[config.mk]
export PLATFORM = sky130hd
export DESIGN_NAME = wakeup_and_option_registers
export DESIGN_NICKNAME = d
export VERILOG_FILES = /design/src/rtl/wakeup_period_timer.v /design/src/rtl/wakeup_and_option_registers.v
export VERILOG_INCLUDE_DIRS = /design/src /design/src/inc
export SDC_FILE = /design/constraint.sdc
export NUM_CORES = 1
export LEC_CHECK = 0
export BUFFER_PORTS_ARGS = -buffer_cell sky130_fd_sc_hd__buf_2
export CAP_MARGIN = 15
export CORE_MARGIN = 2
export CORE_UTILIZATION = 46
export DETAILED_ROUTE_END_ITERATION = 10
export PLACE_DENSITY = 0.81
export SYNTH_ARGS = -nofsm -noshare
export SYNTH_HDL_FRONTEND = slang
export SYNTH_SLANG_ARGS = --single-unit
export TNS_END_PERCENT = 1
[constraint.sdc]
create_clock -name clk_in -period 2.5 [get_ports clk_in]
set_input_delay 0.625 -clock clk_in [delete_from_list [all_inputs] [get_ports clk_in]]
set_output_delay 0.625 -clock clk_in [all_outputs]
set_load 0.02 [all_outputs]
[src/inc/wakeup_opt_consts.vh]
`ifndef WAKEUP_OPT_CONSTS_VH
`define WAKEUP_OPT_CONSTS_VH

// Register indices; byte address is four times the index.
`define IDX_PORT_A 8'h00
`define IDX_KEY_WAKE_SC 8'h1A
`define IDX_KEY_WAKE_IE 8'h1B
`define IDX_OPTION_TWO 8'h1E
`define IDX_OPTION_ONE 8'h1F

// Register select codes returned by the address decoder.
`define SEL_NONE 3'h0
`define SEL_PORT_A 3'h1
`define SEL_KEY_WAKE_SC 3'h2
`define SEL_KEY_WAKE_IE 3'h3
`define SEL_OPTION_TWO 3'h4
`define SEL_OPTION_ONE 3'h5

// Port A data register.
`define BIT_WAKEUP_LATCH 6

// Key/wake status and control register.
`define BIT_PENDING_FLAG 3
`define BIT_REQUEST_ACK 2
`define BIT_REQUEST_MASK 1

// Key/wake interrupt enable register.
`define BIT_WAKEUP_INT_ENABLE 6

// Option register two.
`define BIT_INT_PIN_PULLUP_DIS 7
`define BIT_INT_PIN_FUNC_EN 6
`define BIT_OSC_RUN_IN_STOP 1
`define BIT_RESET_PIN_FUNC_EN 0

// Option register one.
`define BIT_RATE_SELECT 7
`define BIT_LOW_VOLT_IN_STOP 6
`define BIT_LOW_VOLT_RST_DIS 5
`define BIT_LOW_VOLT_PWR_DIS 4
`define BIT_LOW_VOLT_TRIP 3
`define BIT_SHORT_STOP_REC 2
`define BIT_STOP_ENABLE 1
`define BIT_WATCHDOG_DISABLE 0

// Reset values of single control bits.
`define RST_BIT 1'b0

// Wakeup periods in wakeup clock cycles.
`define WAKE_SHORT_PERIOD 512
`define WAKE_LONG_PERIOD 16384

// Watchdog timeouts and stop recovery delays in quadruple-rate cycles.
`define WDOG_SHORT_CYCLES 18'h0_1FF0
`define WDOG_LONG_CYCLES 18'h3_FFF0
`define RECOVERY_SHORT_CYCLES 13'h0020
`define RECOVERY_LONG_CYCLES 13'h1000

// AHB transfer type bit that marks an active transfer.
`define HTRANS_ACTIVE_BIT 1
`define HRESP_OKAY 1'b0

`endif

[src/rtl/wakeup_period_timer.v]
`timescale 1ns/1ps
`include "wakeup_opt_consts.vh"

module wakeup_period_timer #(
  parameter SHORT_PERIOD = `WAKE_SHORT_PERIOD,
  parameter LONG_PERIOD = `WAKE_LONG_PERIOD,
  parameter CNT_W = 14
) (
  // Clock and reset
  input wire clk_in,
  input wire rstn_in,
  // Control
  input wire stop_mode_in,
  input wire use_bus_clock_in,
  input wire short_period_in,
  // Wakeup clock ticks
  input wire rc_tick_in,
  input wire bus2x_tick_in,
  // Result
  output reg overflow_out
);

  localparam integer SHORT_LAST_I = SHORT_PERIOD - 1;
  localparam integer LONG_LAST_I = LONG_PERIOD - 1;
  localparam [CNT_W-1:0] SHORT_LAST = SHORT_LAST_I[CNT_W-1:0];
  localparam [CNT_W-1:0] LONG_LAST = LONG_LAST_I[CNT_W-1:0];

  reg [CNT_W-1:0] count_q;
  wire tick = use_bus_clock_in ? bus2x_tick_in : rc_tick_in;
  wire [CNT_W-1:0] last = short_period_in ? SHORT_LAST : LONG_LAST;

  // Holding the count at zero outside stop mode makes every stop entry start afresh.
  always @(posedge clk_in or negedge rstn_in) begin
    if (!rstn_in) begin
      count_q <= {CNT_W{1'b0}};
      overflow_out <= 1'b0;
    end else if (!stop_mode_in) begin
      count_q <= {CNT_W{1'b0}};
      overflow_out <= 1'b0;
    end else if (tick) begin
      if (count_q >= last) begin
        count_q <= {CNT_W{1'b0}};
        overflow_out <= 1'b1;
      end else begin
        count_q <= count_q + {{(CNT_W-1){1'b0}}, 1'b1};
        overflow_out <= 1'b0;
      end
    end else begin
      overflow_out <= 1'b0;
    end
  end

endmodule // wakeup_period_timer

[src/rtl/wakeup_and_option_registers.v]
`timescale 1ns/1ps
`include "wakeup_opt_consts.vh"

module wakeup_and_option_registers #(
  parameter CNT_W = 14
) (
  // Clock and resets
  input wire clk_in,
  input wire rstn_in,
  input wire por_rstn_in,
  // AHB-Lite slave
  input wire hsel_in,
  input wire [31:0] haddr_in,
  input wire [1:0] htrans_in,
  input wire hwrite_in,
  input wire [2:0] hsize_in,
  input wire [31:0] hwdata_in,
  input wire hready_in,
  output reg [31:0] hrdata_out,
  output reg hreadyout_out,
  output reg hresp_out,
  // Chip state and events
  input wire stop_mode_in,
  input wire key_event_in,
  input wire lvi_stop_exit_in,
  input wire rc_tick_in,
  input wire bus2x_tick_in,
  // Interrupt to CPU
  output reg key_wake_irq_out,
  // Option controls
  output reg osc_run_in_stop_out,
  output reg [17:0] watchdog_timeout_out,
  output reg [12:0] stop_recovery_out,
  output reg low_volt_monitor_on_out,
  output reg low_volt_reset_enable_out,
  output reg low_volt_trip_5v_out,
  output reg stop_instr_enable_out,
  output reg watchdog_enable_out,
  output reg int_pin_pullup_on_out,
  output reg int_pin_function_out,
  output reg reset_pin_function_out
);

  ////////////////////////////////////////////////////////////////////////////
  // Address decoding

  function [2:0] reg_sel;
    input [31:0] addr;
    begin
      case (addr[9:2])
        `IDX_PORT_A: reg_sel = `SEL_PORT_A;
        `IDX_KEY_WAKE_SC: reg_sel = `SEL_KEY_WAKE_SC;
        `IDX_KEY_WAKE_IE: reg_sel = `SEL_KEY_WAKE_IE;
        `IDX_OPTION_TWO: reg_sel = `SEL_OPTION_TWO;
        `IDX_OPTION_ONE: reg_sel = `SEL_OPTION_ONE;
        default: reg_sel = `SEL_NONE;
      endcase
      if (addr[31:10] != 22'h00_0000 || addr[1:0] != 2'h0) begin
        reg_sel = `SEL_NONE;
      end
    end
  endfunction

  // The state is passed in so that a continuous assignment re-evaluates on every change.
  function wr_hit;
    input pend;
    input [2:0] sel_q;
    input [2:0] code;
    begin
      wr_hit = pend & (sel_q == code);
    end
  endfunction

  ////////////////////////////////////////////////////////////////////////////
  // State

  reg wr_pend_q;
  reg [2:0] wr_sel_q;
  reg key_pending_q;
  reg wakeup_latch_q;
  reg request_mask_q;
  reg wakeup_int_enable_q;
  reg opt_two_written_q;
  reg opt_one_written_q;
  reg int_pin_pullup_disable_q;
  reg int_pin_function_enable_q;
  reg osc_run_in_stop_q;
  reg reset_pin_function_enable_q;
  reg rate_select_q;
  reg low_volt_in_stop_q;
  reg low_volt_reset_disable_q;
  reg low_volt_power_disable_q;
  reg low_volt_trip_select_q;
  reg short_stop_recovery_q;
  reg stop_enable_q;
  reg watchdog_disable_q;

  wire addr_phase = hsel_in & hready_in & htrans_in[`HTRANS_ACTIVE_BIT];
  wire [2:0] addr_sel = reg_sel(haddr_in);
  wire wr_sc = wr_hit(wr_pend_q, wr_sel_q, `SEL_KEY_WAKE_SC);
  wire wr_ie = wr_hit(wr_pend_q, wr_sel_q, `SEL_KEY_WAKE_IE);
  wire wr_opt_two = wr_hit(wr_pend_q, wr_sel_q, `SEL_OPTION_TWO) & ~opt_two_written_q;
  wire wr_opt_one = wr_hit(wr_pend_q, wr_sel_q, `SEL_OPTION_ONE) & ~opt_one_written_q;
  wire ack = wr_sc & hwdata_in[`BIT_REQUEST_ACK];
  wire pending_flag = key_pending_q | wakeup_latch_q;
  wire wake_overflow;

  ////////////////////////////////////////////////////////////////////////////
  // Wakeup period timer

  wakeup_period_timer #(
    .SHORT_PERIOD(`WAKE_SHORT_PERIOD),
    .LONG_PERIOD(`WAKE_LONG_PERIOD),
    .CNT_W(CNT_W)
  ) i_wakeup_period_timer (
    .clk_in(clk_in),
    .rstn_in(rstn_in),
    .stop_mode_in(stop_mode_in),
    .use_bus_clock_in(osc_run_in_stop_q),
    .short_period_in(rate_select_q),
    .rc_tick_in(rc_tick_in),
    .bus2x_tick_in(bus2x_tick_in),
    .overflow_out(wake_overflow)
  );

  ////////////////////////////////////////////////////////////////////////////
  // AHB-Lite slave: zero wait states, read data registered in the address phase

  // The master never issues an address in a write's data phase, so a read
  // captured at its own address phase never misses a write still in flight.
  always @(posedge clk_in or negedge rstn_in) begin
    if (!rstn_in) begin
      wr_pend_q <= 1'b0;
      wr_sel_q <= `SEL_NONE;
      hrdata_out <= 32'h0000_0000;
      hreadyout_out <= 1'b1;
      hresp_out <= `HRESP_OKAY;
    end else begin
      wr_pend_q <= addr_phase & hwrite_in;
      wr_sel_q <= addr_sel;
      hreadyout_out <= 1'b1;
      hresp_out <= `HRESP_OKAY;
      if (addr_phase & ~hwrite_in) begin
        hrdata_out <= 32'h0000_0000;
        case (addr_sel)
          `SEL_PORT_A: begin
            hrdata_out[`BIT_WAKEUP_LATCH] <= wakeup_latch_q;
          end
          `SEL_KEY_WAKE_SC: begin
            hrdata_out[`BIT_PENDING_FLAG] <= pending_flag;
            hrdata_out[`BIT_REQUEST_MASK] <= request_mask_q;
          end
          `SEL_KEY_WAKE_IE: begin
            hrdata_out[`BIT_WAKEUP_INT_ENABLE] <= wakeup_int_enable_q;
          end
          `SEL_OPTION_TWO: begin
            hrdata_out[`BIT_INT_PIN_PULLUP_DIS] <= int_pin_pullup_disable_q;
            hrdata_out[`BIT_INT_PIN_FUNC_EN] <= int_pin_function_enable_q;
            hrdata_out[`BIT_OSC_RUN_IN_STOP] <= osc_run_in_stop_q;
            hrdata_out[`BIT_RESET_PIN_FUNC_EN] <= reset_pin_function_enable_q;
          end
          `SEL_OPTION_ONE: begin
            hrdata_out[`BIT_RATE_SELECT] <= rate_select_q;
            hrdata_out[`BIT_LOW_VOLT_IN_STOP] <= low_volt_in_stop_q;
            hrdata_out[`BIT_LOW_VOLT_RST_DIS] <= low_volt_reset_disable_q;
            hrdata_out[`BIT_LOW_VOLT_PWR_DIS] <= low_volt_power_disable_q;
            hrdata_out[`BIT_LOW_VOLT_TRIP] <= low_volt_trip_select_q;
            hrdata_out[`BIT_SHORT_STOP_REC] <= short_stop_recovery_q;
            hrdata_out[`BIT_STOP_ENABLE] <= stop_enable_q;
            hrdata_out[`BIT_WATCHDOG_DISABLE] <= watchdog_disable_q;
          end
          default: begin
            hrdata_out <= 32'h0000_0000;
          end
        endcase
      end
    end
  end

  ////////////////////////////////////////////////////////////////////////////
  // Key/wake requests, mask and enable

  // A request arriving in the acknowledge cycle survives: set beats clear.
  always @(posedge clk_in or negedge rstn_in) begin
    if (!rstn_in) begin
      key_pending_q <= `RST_BIT;
      wakeup_latch_q <= `RST_BIT;
      request_mask_q <= `RST_BIT;
      wakeup_int_enable_q <= `RST_BIT;
    end else begin
      if (key_event_in) begin
        key_pending_q <= 1'b1;
      end else if (ack) begin
        key_pending_q <= 1'b0;
      end
      if (wake_overflow & wakeup_int_enable_q) begin
        wakeup_latch_q <= 1'b1;
      end else if (ack) begin
        wakeup_latch_q <= 1'b0;
      end
      if (wr_sc) begin
        request_mask_q <= hwdata_in[`BIT_REQUEST_MASK];
      end
      if (wr_ie) begin
        wakeup_int_enable_q <= hwdata_in[`BIT_WAKEUP_INT_ENABLE];
      end
    end
  end

  ////////////////////////////////////////////////////////////////////////////
  // Option registers, cleared by any reset except the two bits below that only power-on clears

  always @(posedge clk_in or negedge rstn_in) begin
    if (!rstn_in) begin
      opt_two_written_q <= `RST_BIT;
      opt_one_written_q <= `RST_BIT;
      int_pin_pullup_disable_q <= `RST_BIT;
      int_pin_function_enable_q <= `RST_BIT;
      osc_run_in_stop_q <= `RST_BIT;
      rate_select_q <= `RST_BIT;
      low_volt_in_stop_q <= `RST_BIT;
      low_volt_reset_disable_q <= `RST_BIT;
      low_volt_power_disable_q <= `RST_BIT;
      short_stop_recovery_q <= `RST_BIT;
      stop_enable_q <= `RST_BIT;
      watchdog_disable_q <= `RST_BIT;
    end else begin
      if (wr_opt_two) begin
        opt_two_written_q <= 1'b1;
        int_pin_pullup_disable_q <= hwdata_in[`BIT_INT_PIN_PULLUP_DIS];
        int_pin_function_enable_q <= hwdata_in[`BIT_INT_PIN_FUNC_EN];
        osc_run_in_stop_q <= hwdata_in[`BIT_OSC_RUN_IN_STOP];
      end
      if (wr_opt_one) begin
        opt_one_written_q <= 1'b1;
        rate_select_q <= hwdata_in[`BIT_RATE_SELECT];
        low_volt_in_stop_q <= hwdata_in[`BIT_LOW_VOLT_IN_STOP];
        low_volt_reset_disable_q <= hwdata_in[`BIT_LOW_VOLT_RST_DIS];
        low_volt_power_disable_q <= hwdata_in[`BIT_LOW_VOLT_PWR_DIS];
        short_stop_recovery_q <= hwdata_in[`BIT_SHORT_STOP_REC];
        stop_enable_q <= hwdata_in[`BIT_STOP_ENABLE];
        watchdog_disable_q <= hwdata_in[`BIT_WATCHDOG_DISABLE];
      end
    end
  end

  // These two bits must survive watchdog and pin resets, so only power-on clears them.
  always @(posedge clk_in or negedge por_rstn_in) begin
    if (!por_rstn_in) begin
      reset_pin_function_enable_q <= `RST_BIT;
      low_volt_trip_select_q <= `RST_BIT;
    end else begin
      if (wr_opt_two) begin
        reset_pin_function_enable_q <= hwdata_in[`BIT_RESET_PIN_FUNC_EN];
      end
      if (wr_opt_one) begin
        low_volt_trip_select_q <= hwdata_in[`BIT_LOW_VOLT_TRIP];
      end
    end
  end

  ////////////////////////////////////////////////////////////////////////////
  // Registered controls toward the rest of the chip

  // Interrupt request and wakeup clock control.
  always @(posedge clk_in or negedge rstn_in) begin
    if (!rstn_in) begin
      key_wake_irq_out <= 1'b0;
      osc_run_in_stop_out <= 1'b0;
    end else begin
      key_wake_irq_out <= pending_flag & ~request_mask_q;
      osc_run_in_stop_out <= osc_run_in_stop_q;
    end
  end

  // Cycle counts only; the counters that use them live elsewhere on the chip.
  always @(posedge clk_in or negedge rstn_in) begin
    if (!rstn_in) begin
      watchdog_timeout_out <= `WDOG_LONG_CYCLES;
      stop_recovery_out <= `RECOVERY_LONG_CYCLES;
    end else begin
      watchdog_timeout_out <= rate_select_q ? `WDOG_SHORT_CYCLES : `WDOG_LONG_CYCLES;
      if (short_stop_recovery_q & ~lvi_stop_exit_in) begin
        stop_recovery_out <= `RECOVERY_SHORT_CYCLES;
      end else begin
        stop_recovery_out <= `RECOVERY_LONG_CYCLES;
      end
    end
  end

  // Low-voltage monitor controls.
  always @(posedge clk_in or negedge rstn_in) begin
    if (!rstn_in) begin
      low_volt_monitor_on_out <= 1'b1;
      low_volt_reset_enable_out <= 1'b1;
      low_volt_trip_5v_out <= 1'b0;
    end else begin
      low_volt_monitor_on_out <= ~low_volt_power_disable_q &
        (~stop_mode_in | low_volt_in_stop_q);
      low_volt_reset_enable_out <= ~low_volt_reset_disable_q;
      low_volt_trip_5v_out <= low_volt_trip_select_q;
    end
  end

  // Instruction, watchdog and pin controls.
  always @(posedge clk_in or negedge rstn_in) begin
    if (!rstn_in) begin
      stop_instr_enable_out <= 1'b0;
      watchdog_enable_out <= 1'b1;
      int_pin_pullup_on_out <= 1'b1;
      int_pin_function_out <= 1'b0;
      reset_pin_function_out <= 1'b0;
    end else begin
      stop_instr_enable_out <= stop_enable_q;
      watchdog_enable_out <= ~watchdog_disable_q;
      int_pin_pullup_on_out <= ~int_pin_pullup_disable_q;
      int_pin_function_out <= int_pin_function_enable_q;
      reset_pin_function_out <= reset_pin_function_enable_q;
    end
  end

endmodule // wakeup_and_option_registers

==> flow_metrics.py <==
metrics = {
    "logic_synthesis": {
        "ys_types": 47,
        "synth-compound-area-share": 0.0932,
        "netlist_instances": 305,
        "ys.flop_type": "dfrtp_1",
        "synthArstFlopShare": 1.00,
        "synth_top_family_by_area": "simple AND/OR/NAND/NOR gates",
        "ys_ff_latch": 58,
        "seq_area_frac_synth": 0.483,
        "synth-simple-area-share": 0.183,
        "synth_area_sq_um": 3020,
        "yosys.area_share.adder": 0.0249,
        "syn_avg_cell_area_sq_um": 9.90,
        "synth_mux_area_frac": 0.0307,
        "synth_enable_flop_cells": 0,
        "synth-warning-count": 0,
        "synthXorXnorAreaFrac": 0.0232,
    },
    "routing": {
        "finalWirelength_mm": 5.95,
        "drtIter0Drc": 183,
        "wl_per_cell_microns": 12.8,
        "routed-via-count": 2257,
        "route.detailed.drc": 0,
        "vias_per_cell": 4.84,
        "drt.antenna.violating_nets": 0,
        "drtPass1Iterations": 4,
    },
    "floorplanning": {
        "pin_count": 155,
        "dieArea_sq_um": 7230,
        "initial_utilization": 0.475,
        "die_x_microns": 85.0,
        "die_height_microns": 85.0,
        "core-area_sq_um": 6350,
        "fp-row-count": 29,
    },
    "clocking": {
        "post-cts-setup-buffers": 0,
        "htree_levels": 3,
        "clock_path_buffers": 2,
        "cts-resized-gates": 0,
        "clockRootBuffer": "clkbuf_8",
        "path_clk_slew_ns": 0.07,
        "cts_tree": "yes",
        "clock-sinks": 58,
        "clk_latency_ns": 0.34,
        "cts-hold-fix-buffers": 0,
        "cts_buffers": 9,
    },
    "grt": {
        "grt_pass1_vias": 2099,
        "grt_pass1_wl_mm": 9.37,
        "grt_use_met2": 0.266,
        "use_met1": 0.209,
        "use_met3": 0.0516,
        "grtUsageTotal": 0.167,
        "grt_remaining_overflow": 0,
        "antenna_found_initial": 0,
        "grt_max_degree": 57,
        "busiest_layer": "met2",
    },
    "worst_setup_path": {
        "worstSetupStartpointType": "flip-flop",
        "end_kind": "flip-flop",
        "arrival_ns": 2.51,
        "cpLargestDelayFamily": "simple AND/OR/NAND/NOR gates",
        "path_buf_inv": 0,
        "critPathMaxFanout": 6,
        "path_class": "reg -> reg",
        "cpPeakStageDelay_ns": 0.59,
        "crit_path_top_delay_cell": "or4_4",
        "crit_chain": "ha_1 > a211oi_1 > nor3_1 > or4_4 > or3_1 > o211ai_1",
        "cp.required_ns": 2.75,
    },
    "timing": {
        "timing.final.ws_setup_ns": 0.243,
        "finalSetupTns_ns": 0,
        "min_period_over_period": 0.903,
        "setup_viol": 0,
        "finClkSkew_ns": 0.00918,
        "rsz0062_at_grt": "no",
        "min_period_ns": 2.26,
        "slew_headroom": 0.566,
        "worst_slew_pin_slew_ns": 0.646,
        "hold_violations": 0,
        "fmax_ghz": 0.443,
        "slew_viol_final": 0,
    },
    "layout": {
        "fin_area_sq_um": 3470,
        "fin_nets": 470,
        "drive_gt1_frac": 0.296,
        "regArea_sq_um": 1460,
        "fillerInstances": 543,
        "multi_input_area_sq_um": 1260,
        "num_antenna_cells": 0,
        "area_delta_synth_final_pct": 15.0,
    },
    "place": {
        "placed_area_sq_um": 3270,
        "gp_congestion": 0.848,
        "port_buffers": 76,
        "pre_cts_slack_ns": 0.272,
        "hpwl_mm": 4.44,
    },
    "status": {
        "status": "finished clean",
    },
    "power_and_ir_drop": {
        "vdd_drop_max_uv": 452,
        "pwr_density_cell_nw_per_um2": 572,
        "p_leak_uw": 0.00175,
    },
    "worst_hold_path": {
        "hold_class": "in -> async",
    },
    "flow_run": {
        "cap_viol_max_count": 0,
    },
}
[placed cells by master (no fill, tap or decap), types with 2 or more instances in the layout]
cell type and n:
nor2_1 23, dfrtp_1 52, ha_1 6, conb_1 50, buf_4 2, inv_1 11, nand4_1 5, xor2_1 2
clkinv_2 2, xnor2_1 6, buf_2 76, and4_1 2, dfstp_2 6, a21oi_1 9, nor4_1 8, nor4b_1 3
or4_4 2, nand2_1 32, and2_1 2, and3_1 4, nand3_1 4, o21ai_0 21, nor3_1 9, or2_2 3
nor3b_1 3, mux2_2 6, clkbuf_8 11, or3_1 2, o211ai_1 2, a31oi_1 2, nand2b_1 2, clkbuf_1 2
[kinds of logic (layout without fill, tap and decap cells)]
family | count (synthesis) | in the layout
compound gates | 45 | 45
flops | 58 | 58
simple gates | 108 | 108
mux | 8 | 8
xor+xnor | 8 | 8
fa+ha+maj | 6 | 6
other cells | 2 | 50
buf+inv | 70 | 106
[stage by stage]
step | instances | hold slack (ns) | util | power, uW
floorplan | 353 | 0.329 | - | 1130
global placement | 450 | 0.367 | 0.515 | 1140
detailed placement | 450 | 0.371 | 0.515 | 1140
CTS | 466 | 0.0486 | 0.547 | 2010
global route | 466 | 0.0446 | 0.547 | 2060
finish | 466 | 0.0542 | 0.547 | 1980
[state kept, by name (all words and copies together), names as in the netlist, 2 cells and up]
signal and count:
i_wakeup_period_timer.count_q 14, wr_sel_q 3, stop_recovery_out 2, hrdata_out 8
[path summary, 6_finish.rpt]
kind | startpoint | to | slack (ns) | depth (start not counted)
setup / recovery | rate_select_q | i_wakeup_period_timer.count_q[13] | 0.24 | 6
hold / removal | por_rstn_in | reset_pin_function_enable_q | 0.05 | 1
setup reg to reg | rate_select_q | i_wakeup_period_timer.count_q[13] | 0.24 | 6
hold reg to reg | watchdog_disable_q | watchdog_enable_out | 0.38 | 1
max in group asynchronous | rstn_in | stop_recovery_out[12] | 1.92 | 2
min in group clk_in | watchdog_disable_q | watchdog_enable_out | 0.38 | 1
[Yosys cell counts, types with 4 or more instances]
cell	count	area [sq um]
and3_1	4	25.0
nor2_1	23	86.3
nor4_1	8	50.1
mux2_2	6	67.6
a21oi_1	9	45.0
xnor2_1	6	52.6
buf_4	54	405
ha_1	6	75.1
nand4_1	5	31.3
inv_1	11	41.3
nand2_1	32	120
nor3_1	9	45.0
dfstp_2	6	158
o21ai_0	21	105
dfrtp_1	52	1300
nand3_1	4	20.0
[where the power goes]
group / switching (uW) / total (uW) / leakage [uW] / internal, uW
Sequential: 6.18 / 953 / 0.000724 / 947
Clock: 346 / 857 / 0.000103 / 512
Combinational: 127 / 173 / 0.000923 / 46.1
[cell type report]
class | instances | area share
Sequential cell | 58 | 0.420
Timing Repair Buffer | 79 | 0.120
Tap cell | 77 | 0.0278
Multi-Input combinational cell | 225 | 0.363
Clock buffer | 13 | 0.0458
Clock inverter | 3 | 0.0115
Inverter | 11 | 0.0119
[routing by layer]
metal  vias up  part of all wire
met1      1050              0.43
li1       1105                 -
met4         0             0.019
met2        93              0.48
met5         -                 0
met3         9             0.068
[worst reg2reg max path, stage by stage, from the launching register on]
cell and delay, ns:
dfrtp_1 0.45, ha_1 0.33, a211oi_1 0.24, nor3_1 0.12, or4_4 0.59, or3_1 0.37, o211ai_1 0.08
(Power assumes the default switching activity.)
